File: src/pkg/scs_pkg.sv
// Constants for the sensor calibration configuration store
package scs_pkg;
    // Command bytes
    localparam logic [7:0] CMD_CONFIG = 8'h30;
    localparam logic [7:0] CMD_MODE = 8'h40;
    localparam logic [7:0] CMD_ENTER = 8'h50;
    localparam logic [7:0] CMD_SOT = 8'h60;
    localparam logic [7:0] CMD_PTAT_REF = 8'h70;
    localparam logic [7:0] CMD_GAINB_HI = 8'h80;
    localparam logic [7:0] CMD_GAINB_LO = 8'h90;
    localparam logic [7:0] CMD_OFFB_HI = 8'ha0;
    localparam logic [7:0] CMD_OFFB_LO = 8'hb0;
    localparam logic [7:0] CMD_GAINT = 8'hc0;
    localparam logic [7:0] CMD_OFFT = 8'hd0;
    localparam logic [7:0] CMD_TCO = 8'he0;
    localparam logic [7:0] CMD_TCG = 8'hf0;
    // Mode command data
    localparam logic [7:0] DATA_NORMAL = 8'h00;
    localparam logic [7:0] DATA_RAW = 8'h10;
    // Command 30 sub-selectors (third nibble)
    localparam logic [3:0] SEL_OSC = 4'h0;
    localparam logic [3:0] SEL_REF = 4'h1;
    localparam logic [3:0] SEL_RANGE = 4'h2;
    localparam logic [3:0] SEL_OUT = 4'h3;
    localparam logic [3:0] SEL_RATE = 4'h4;
    localparam logic [3:0] SEL_REG = 4'h5;
    localparam logic [3:0] SEL_TCCFG = 4'h6;
    localparam logic [3:0] SEL_SOTCFG = 4'h7;
    // Unity gain values
    localparam logic [14:0] GAINB_UNITY = 15'h0800;
    localparam logic [7:0] GAINT_UNITY = 8'h80;
    // Output format codes
    localparam logic [1:0] OUT_DIG3 = 2'h0;
    localparam logic [1:0] OUT_ANA1V = 2'h1;
    localparam logic [1:0] OUT_RATIO = 2'h2;
    localparam logic [1:0] OUT_DIG2 = 2'h3;
    // Second-order target codes
    localparam logic [1:0] SOT_BRIDGE = 2'h0;
    localparam logic [1:0] SOT_TCG = 2'h1;
    localparam logic [1:0] SOT_TCO = 2'h2;
    // Reset values of the configuration fields
    localparam logic [2:0] OSC_RST = 3'h0;
    localparam logic [3:0] REF_RST = 4'h0;
    localparam logic [1:0] RANGE_RST = 2'h0;
    localparam logic [1:0] OUT_RST = 2'h0;
    localparam logic [1:0] RATE_RST = 2'h0;
    localparam logic [1:0] REG_RST = 2'h0;
    localparam logic [1:0] PAMP_RST = 2'h1;
    // Sample periods
    localparam int CLK_HZ = 20000000;
    localparam int PERIOD_US_0 = 1000;
    localparam int PERIOD_US_1 = 5000;
    localparam int PERIOD_US_2 = 25000;
    localparam int PERIOD_US_3 = 125000;
    localparam int CYC_PER_US = CLK_HZ / 1000000;
    // Bit widths
    localparam int BR_W = 14;
    localparam int TEMP_W = 11;
endpackage

File: src/rtl/scs_config_store.sv
// Configuration store, command decode and raw sample output sequencer
// Behaviour
// - Raw output only with unity bridge/temperature gains
// - Raw bytes: bridge high, low, temperature
// - Temperature byte drops top six bits
// - Second-order term applies to one target
// - Bits 2:0 select oscillator trim
// - Bits 8:7 select converter input range
// - Bits 10:9 select output format
// - Bits 12:11 select update period
// - Bits 14:13 select supply regulation
// - Command 30 nibble selects configuration field
// - Command 40 data 00 resumes normal
`timescale 1ns/100ps
`default_nettype none
module scs_config_store #(
    parameter int PERIOD_CYC_0 = scs_pkg::PERIOD_US_0 * scs_pkg::CYC_PER_US,
    parameter int PERIOD_CYC_1 = scs_pkg::PERIOD_US_1 * scs_pkg::CYC_PER_US,
    parameter int PERIOD_CYC_2 = scs_pkg::PERIOD_US_2 * scs_pkg::CYC_PER_US,
    parameter int PERIOD_CYC_3 = scs_pkg::PERIOD_US_3 * scs_pkg::CYC_PER_US
) (
    // Clock and reset
    input wire logic clk_i,
    input wire logic sys_rst_i,
    // Decoded command from the serial link
    input wire logic cmd_valid_i,
    input wire logic [7:0] cmd_byte_i,
    input wire logic [7:0] cmd_data_i,
    // Converter results
    input wire logic [scs_pkg::BR_W-1:0] bridge_raw_i,
    input wire logic [13:0] temp_raw_i,
    input wire logic [scs_pkg::BR_W-1:0] bridge_corr_i,
    input wire logic [7:0] temp_corr_i,
    // Byte stream to the serial output
    output logic byte_valid_o,
    output logic [7:0] byte_o,
    output logic last_byte_o,
    input wire logic byte_ready_i,
    // Configuration fields
    output logic [2:0] osc_trim_o,
    output logic [3:0] ref_trim_o,
    output logic [1:0] adc_range_o,
    output logic [1:0] out_format_o,
    output logic [1:0] sample_period_o,
    output logic [1:0] supply_reg_o,
    output logic invert_bridge_o,
    // Coefficients
    output logic [14:0] gain_bridge_o,
    output logic [13:0] offset_bridge_o,
    output logic [7:0] gain_temp_o,
    output logic [7:0] offset_temp_o,
    output logic [7:0] ptat_ref_o,
    output logic [7:0] tcg_o,
    output logic [7:0] tco_o,
    output logic [3:0] tempco_options_o,
    output logic [7:0] second_order_term_o,
    output logic [1:0] pamp_gain_o,
    // Second-order target, one-hot
    output logic second_order_on_bridge_o,
    output logic second_order_on_tcg_o,
    output logic second_order_on_tco_o,
    // Status
    output logic command_mode_o,
    output logic raw_mode_o,
    output logic raw_active_o
);
    import scs_pkg::*;

    typedef enum logic [1:0] {SCS_IDLE, SCS_BR_HI, SCS_BR_LO, SCS_TEMP} scs_seq_t;

    typedef struct packed {
        logic [2:0] osc;
        logic [3:0] rtrim;
        logic [1:0] range;
        logic [1:0] fmt;
        logic [1:0] period;
        logic [1:0] sreg;
        logic [14:0] gainb;
        logic [13:0] offb;
        logic [7:0] gaint;
        logic [7:0] offt;
        logic [7:0] ptat;
        logic [7:0] tcg;
        logic [7:0] tco;
        logic [3:0] tccfg;
        logic [7:0] second_order_term;
        logic [1:0] sotcfg;
        logic [1:0] pamp;
        logic cmd_mode;
        logic raw_mode;
        logic [2:0] sot_hot;
        logic raw_act;
        logic bvalid;
        logic [7:0] bdata;
        logic blast;
        logic [13:0] br_lat;
        logic [7:0] tp_lat;
        logic send_temp;
        scs_seq_t seq;
    } scs_st_t;

    scs_st_t st_r;
    scs_st_t st_nxt;
    logic tick;
    logic [3:0] sub_sel;
    logic [3:0] sub_dat;

    scs_period_tick #(
        .P0(PERIOD_CYC_0),
        .P1(PERIOD_CYC_1),
        .P2(PERIOD_CYC_2),
        .P3(PERIOD_CYC_3)
    ) u_tick (
        .clk_i(clk_i),
        .sys_rst_i(sys_rst_i),
        .sel_i(st_r.period),
        .tick_o(tick)
    );

    assign sub_sel = cmd_data_i[7:4];
    assign sub_dat = cmd_data_i[3:0];

    always_comb begin
        st_nxt = st_r;
        // Command decode; programming accepted only in command mode
        if (cmd_valid_i) begin
            if (cmd_byte_i == CMD_ENTER) begin
                st_nxt.cmd_mode = 1'b1;
            end else if (st_r.cmd_mode) begin
                unique case (cmd_byte_i)
                    CMD_CONFIG: begin
                        unique case (sub_sel)
                            SEL_OSC: st_nxt.osc = sub_dat[2:0];
                            SEL_REF: st_nxt.rtrim = sub_dat;
                            SEL_RANGE: st_nxt.range = sub_dat[1:0];
                            SEL_OUT: st_nxt.fmt = sub_dat[1:0];
                            SEL_RATE: st_nxt.period = sub_dat[1:0];
                            SEL_REG: st_nxt.sreg = sub_dat[1:0];
                            SEL_TCCFG: st_nxt.tccfg = sub_dat;
                            SEL_SOTCFG: begin
                                // Prohibited code 11 is refused, keeping one target
                                if (sub_dat[3:2] != 2'h3) begin
                                    st_nxt.sotcfg = sub_dat[3:2];
                                end
                                st_nxt.pamp = sub_dat[1:0];
                            end
                            default: st_nxt.osc = st_r.osc;
                        endcase
                    end
                    CMD_MODE: begin
                        if (cmd_data_i == DATA_NORMAL) begin
                            st_nxt.cmd_mode = 1'b0;
                            st_nxt.raw_mode = 1'b0;
                        end else if (cmd_data_i[4]) begin
                            st_nxt.raw_mode = 1'b1;
                        end
                    end
                    CMD_SOT: st_nxt.second_order_term = cmd_data_i;
                    CMD_PTAT_REF: st_nxt.ptat = cmd_data_i;
                    CMD_GAINB_HI: st_nxt.gainb[14:8] = cmd_data_i[6:0];
                    CMD_GAINB_LO: st_nxt.gainb[7:0] = cmd_data_i;
                    CMD_OFFB_HI: st_nxt.offb[13:8] = cmd_data_i[5:0];
                    CMD_OFFB_LO: st_nxt.offb[7:0] = cmd_data_i;
                    CMD_GAINT: st_nxt.gaint = cmd_data_i;
                    CMD_OFFT: st_nxt.offt = cmd_data_i;
                    CMD_TCO: st_nxt.tco = cmd_data_i;
                    CMD_TCG: st_nxt.tcg = cmd_data_i;
                    default: st_nxt.cmd_mode = st_r.cmd_mode;
                endcase
            end
        end
        // One-hot decode keeps the second-order term on exactly one target
        unique case (st_nxt.sotcfg)
            SOT_TCG: st_nxt.sot_hot = 3'h2;
            SOT_TCO: st_nxt.sot_hot = 3'h4;
            default: st_nxt.sot_hot = 3'h1;
        endcase
        // Taken from the next values so raw output never outlives unity gains
        st_nxt.raw_act = st_nxt.raw_mode && (st_nxt.gainb == GAINB_UNITY)
            && (st_nxt.gaint == GAINT_UNITY);
        // Output byte sequencer
        if (st_r.bvalid && byte_ready_i) begin
            st_nxt.bvalid = 1'b0;
            st_nxt.blast = 1'b0;
        end
        unique case (st_r.seq)
            SCS_IDLE: begin
                // Analog formats send no bytes unless raw output is active; active raw output (raw mode with unity gains) always sends three
                if (tick && (st_r.fmt == OUT_DIG3 || st_r.fmt == OUT_DIG2 || st_r.raw_act)) begin
                    if (st_r.raw_act) begin
                        st_nxt.br_lat = bridge_raw_i;
                        st_nxt.tp_lat = temp_raw_i[7:0];
                        st_nxt.send_temp = 1'b1;
                    end else begin
                        st_nxt.br_lat = bridge_corr_i;
                        st_nxt.tp_lat = temp_corr_i;
                        st_nxt.send_temp = (st_r.fmt == OUT_DIG3);
                    end
                    st_nxt.seq = SCS_BR_HI;
                end
            end
            SCS_BR_HI: begin
                if (!st_r.bvalid) begin
                    st_nxt.bvalid = 1'b1;
                    st_nxt.bdata = {2'h0, st_r.br_lat[13:8]};
                    st_nxt.seq = SCS_BR_LO;
                end
            end
            SCS_BR_LO: begin
                if (!st_nxt.bvalid) begin
                    st_nxt.bvalid = 1'b1;
                    st_nxt.bdata = st_r.br_lat[7:0];
                    st_nxt.blast = !st_r.send_temp;
                    st_nxt.seq = st_r.send_temp ? SCS_TEMP : SCS_IDLE;
                end
            end
            SCS_TEMP: begin
                if (!st_nxt.bvalid) begin
                    st_nxt.bvalid = 1'b1;
                    st_nxt.bdata = st_r.tp_lat;
                    st_nxt.blast = 1'b1;
                    st_nxt.seq = SCS_IDLE;
                end
            end
        endcase
    end

    always_ff @(posedge clk_i) begin
        if (sys_rst_i) begin
            st_r <= '0;
            st_r.osc <= OSC_RST;
            st_r.rtrim <= REF_RST;
            st_r.range <= RANGE_RST;
            st_r.fmt <= OUT_RST;
            st_r.period <= RATE_RST;
            st_r.sreg <= REG_RST;
            st_r.pamp <= PAMP_RST;
            st_r.sot_hot <= 3'h1;
        end else begin
            st_r <= st_nxt;
        end
    end

    assign osc_trim_o = st_r.osc;
    assign ref_trim_o = st_r.rtrim;
    assign adc_range_o = st_r.range;
    assign out_format_o = st_r.fmt;
    assign sample_period_o = st_r.period;
    assign supply_reg_o = st_r.sreg;
    assign invert_bridge_o = st_r.tccfg[3];
    assign gain_bridge_o = st_r.gainb;
    assign offset_bridge_o = st_r.offb;
    assign gain_temp_o = st_r.gaint;
    assign offset_temp_o = st_r.offt;
    assign ptat_ref_o = st_r.ptat;
    assign tcg_o = st_r.tcg;
    assign tco_o = st_r.tco;
    assign tempco_options_o = st_r.tccfg;
    assign second_order_term_o = st_r.second_order_term;
    assign pamp_gain_o = st_r.pamp;
    assign second_order_on_bridge_o = st_r.sot_hot[0];
    assign second_order_on_tcg_o = st_r.sot_hot[1];
    assign second_order_on_tco_o = st_r.sot_hot[2];
    assign command_mode_o = st_r.cmd_mode;
    assign raw_mode_o = st_r.raw_mode;
    assign raw_active_o = st_r.raw_act;
    assign byte_valid_o = st_r.bvalid;
    assign byte_o = st_r.bdata;
    assign last_byte_o = st_r.blast;
endmodule
`default_nettype wire

File: src/rtl/scs_period_tick.sv
// Sample period divider, one-cycle tick per update period
`timescale 1ns/100ps
`default_nettype none
module scs_period_tick #(
    parameter int P0 = 20000,
    parameter int P1 = 100000,
    parameter int P2 = 500000,
    parameter int P3 = 2500000
) (
    // Clock and reset
    input wire logic clk_i,
    input wire logic sys_rst_i,
    // Control
    input wire logic [1:0] sel_i,
    output logic tick_o
);
    typedef struct packed {
        logic [21:0] cnt;
        logic tick;
    } spt_st_t;
    spt_st_t st_r;
    spt_st_t st_nxt;
    logic [21:0] limit;

    always_comb begin
        unique case (sel_i)
            2'h0: limit = 22'(P0 - 1);
            2'h1: limit = 22'(P1 - 1);
            2'h2: limit = 22'(P2 - 1);
            2'h3: limit = 22'(P3 - 1);
        endcase
        st_nxt = st_r;
        st_nxt.tick = 1'b0;
        // A shortened period restarts at once rather than waiting out the old count
        if (st_r.cnt >= limit) begin
            st_nxt.cnt = 22'h0;
            st_nxt.tick = 1'b1;
        end else begin
            st_nxt.cnt = st_r.cnt + 22'h1;
        end
    end

    always_ff @(posedge clk_i) begin
        if (sys_rst_i) begin
            st_r <= '0;
        end else begin
            st_r <= st_nxt;
        end
    end

    assign tick_o = st_r.tick;
endmodule
`default_nettype wire

File: config.mk
export PLATFORM = sky130hd
export DESIGN_NAME = scs_config_store
export DESIGN_NICKNAME = d
export VERILOG_FILES = /design/src/pkg/scs_pkg.sv /design/src/rtl/scs_config_store.sv /design/src/rtl/scs_period_tick.sv
export SDC_FILE = /design/constraint.sdc
export NUM_CORES = 1
export LEC_CHECK = 0
export BUFFER_PORTS_ARGS = -buffer_cell sky130_fd_sc_hd__buf_2
export CORE_ASPECT_RATIO = 1.75
export CORE_MARGIN = 8
export CORE_UTILIZATION = 45
export DETAILED_ROUTE_END_ITERATION = 10
export PLACE_DENSITY = 0.78
export SETUP_SLACK_MARGIN = 0.1
export SYNTH_ARGS = -nofsm -noshare
export SYNTH_HDL_FRONTEND = slang
export SYNTH_SLANG_ARGS = --single-unit
File: constraint.sdc
create_clock -name clk_i -period 3.7 [get_ports clk_i]
set_clock_uncertainty 0.15 [all_clocks]
set_input_delay 0.74 -clock clk_i [delete_from_list [all_inputs] [get_ports clk_i]]
set_output_delay 0.74 -clock clk_i [all_outputs]
set_load 0.05 [all_outputs]
==> results.txt <==
Reg clk slew, reported paths: 60 ps
Quantity of I/O buffers inserted on ports: 178
RSZ-0062 raised after global routing: false
Final Core Density: 0.505
Fin cells: 1161
Detailed Route WL: 19.8 mm
Most frequent cell after synthesis: dfxtp_1
Die Ht: 191 um
Vias in the first global route: 5997
Row count: 64
# DRC: 0
Fillers: 1637
Post-synthesis sequential element count: 164
CTS Buffer Depth: 2
Min-delay worst type: flip-flop to flip-flop
Initial drt markers: 373
Hold-fix buffers, CTS: 0
Pleak: 3.73 nW
Peak supply drop: 0.258 mV
H-tree levels: 4
Num ports: 185
Synth Cell Area: 7920 um2
Area Growth Syn to Fin: 10.8%
Area contributors post-synth: dfxtp_1 (41%), mux2i_1 (15%), buf_4 (10%)
DRT Pass-1 Iters: 5
Synth unique cells: 59
Cell count after synthesis: 862
Worst path required time: 3850 ps
DP Cell Count: 1129
Async S/R FF share, synth: 0
Register area: 3280 um2
Grt met2 use: 0.323
Power density cells: 414 nW/um2
Yosys warns: 0
Setup WS pre-CTS: 348 ps
Grt ovf: 0
Top cell type's share of synthesized area: 0.415
Syn avg cell area: 9.19 um2
Nature of the critical path endpoint: flip-flop
Mapped Nets: 953
PostCTS Resize Cnt: 0
Final setup margin: 566 ps
Clk Tree Root Cell: clkbuf_16
Setup TNS: 0 ps
Worst-Skew Late Latency: 430 ps
Slew @ Worst Pin: 824 ps
Met3 Usage GRT: 0.0452
Die width: 116 um
EDFF count, synth: 0
Critical path peak fanout: 14
N_diodes: 0
Share of post-route cells with drive strength above 1: 0.259
Slew headroom: 0.451
Max frequency: 319 MHz
Met1 Track Usage GR: 0.189
Global-route wire length before repair: 31.2 mm
Total CTS buffers: 17
Core area: 17400 um2
Area of the multi-input gates: 3570 um2
Final Critical Period: 3130 ps
HPWL Detailed: 14.3 mm
Final setup violation count: 0
Crit start category: flip-flop
Synth area leader: dfxtp_1
Synth Flop Type: dfxtp_1
Worst path arrival time: 3290 ps
Largest net degree at the start of global routing: 79
Initial antenna violation count: 0
Final #Nets: 1008
Via density: 5.15
Slew Limit Fails: 0
Max_cap viols: 0
Vias: 5981
CTS tree: built
GRT Total Usage: 0.181
GRT busiest layer: met2
Routed wire per std cell: 17.0 um
Post-CTS setup buffer count: 0
RD Place Congestion: 0.835
Setup CP Type: flip-flop to flip-flop
Pwr Total: 3.64 mW
Top post-synthesis cells by count: dfxtp_1 (164), nor2_1 (160), mux2i_1 (118), buf_4 (107), clkbuf_1 (38)
Final ANT Viol Nets: 0
Fin crit share: 0.847
Final Hold Vio Count: 0
CTS Sinks: 164
Status: complete, no violations
Seq/Total Area, Yosys: 0.415
Initial Util: 0.456
Die area: 22300 um2
==> area by class of cell <==
type / count / area share
Multi-Input combinational cell: 523 / 0.407
Sequential cell: 164 / 0.374
Timing Repair Buffer: 189 / 0.111
Clock buffer: 19 / 0.0516
Tap cell: 231 / 0.0329
Clock inverter: 13 / 0.0140
Inverter: 22 / 0.00941
==> power breakdown <==
group / total (mW) / leakage, nW / internal [mW] / switching, mW
logic: 0.134 / 2.14 / 0.0418 / 0.0920
clock network: 1.73 / 0.273 / 0.971 / 0.761
registers: 1.77 / 1.32 / 1.77 / 0.00276
==> stage by stage <==
| stage | cell area, um2 | hold WS, ps |
|---|---|---|
| 5_1_grt | 8770 | 322 |
| 3_3_place_gp | 8200 | 290 |
| 3_5_place_dp | 8200 | 297 |
| 6_report | 8770 | 304 |
| 4_1_cts | 8770 | 306 |
| 2_1_floorplan | 7920 | 280 |
==> worst max-delay path: stages (launching register included) <==
cell,delay (ps)
dfxtp_1,480
inv_1,210
ha_1,320
nor4bb_1,460
nand4_1,210
o41a_1,460
o211ai_1,340
buf_4,330
nor2_1,70
==> registers in the layout, summed over array words and instances, names as in the netlist, 14 cells and up <==
register / count
gain_bridge_o: 15
u_tick.st_r: 22
st_r: 27
offset_bridge_o: 14
==> cells by family (layout without fill, tap and decap cells) <==
family	after synthesis	in the layout	share of synthesized area
compound gates	77	77	0.0676
xor+xnor	20	20	0.0221
fa+ha+maj	21	21	0.0332
buf+inv	175	243	0.136
flops	164	164	0.415
mux	118	118	0.149
simple gates	287	287	0.177
==> per-layer routing <==
layer / part of all wire / up-vias / routed length, um
li1: - / 2951 / -
met1: 0.39 / 2839 / 7760
met2: 0.51 / 155 / 10100
met3: 0.061 / 36 / 1200
met4: 0.033 / 0 / 656
met5: 0 / - / 0
==> placed cells by master (no fill, tap or decap), types with 3 or more instances in the layout <==
master,instances
a211oi_1,24
ha_1,21
nor4_1,6
inv_6,4
nand4_1,7
inv_1,21
nand2b_1,5
dfxtp_1,164
nor2_1,159
or4_1,5
clkbuf_16,17
a21oi_1,23
nor2b_1,4
xor2_1,5
a31oi_1,3
mux2i_1,118
o21ai_0,5
or2_2,3
buf_2,177
nand3_1,21
clkinvlp_4,4
nor3_1,16
buf_4,12
nand2_1,28
xnor2_1,15
nor3b_1,4
nor2_4,5
a221oi_1,5
==> path summary, 6_finish.rpt <==
| kind | startpoint | to | slack (ps) | cells after the start |
|---|---|---|---|---|
| worst max-delay path | sample_period_o[1] | u_tick.st_r[5] | 570 | 8 |
| worst min-delay path | tempco_options_o[0] | tempco_options_o[0] | 300 | 2 |
| worst max register to register | sample_period_o[1] | u_tick.st_r[5] | 570 | 8 |
| worst min register to register | tempco_options_o[0] | tempco_options_o[0] | 300 | 2 |
Power figures use the tool's default switching activity.
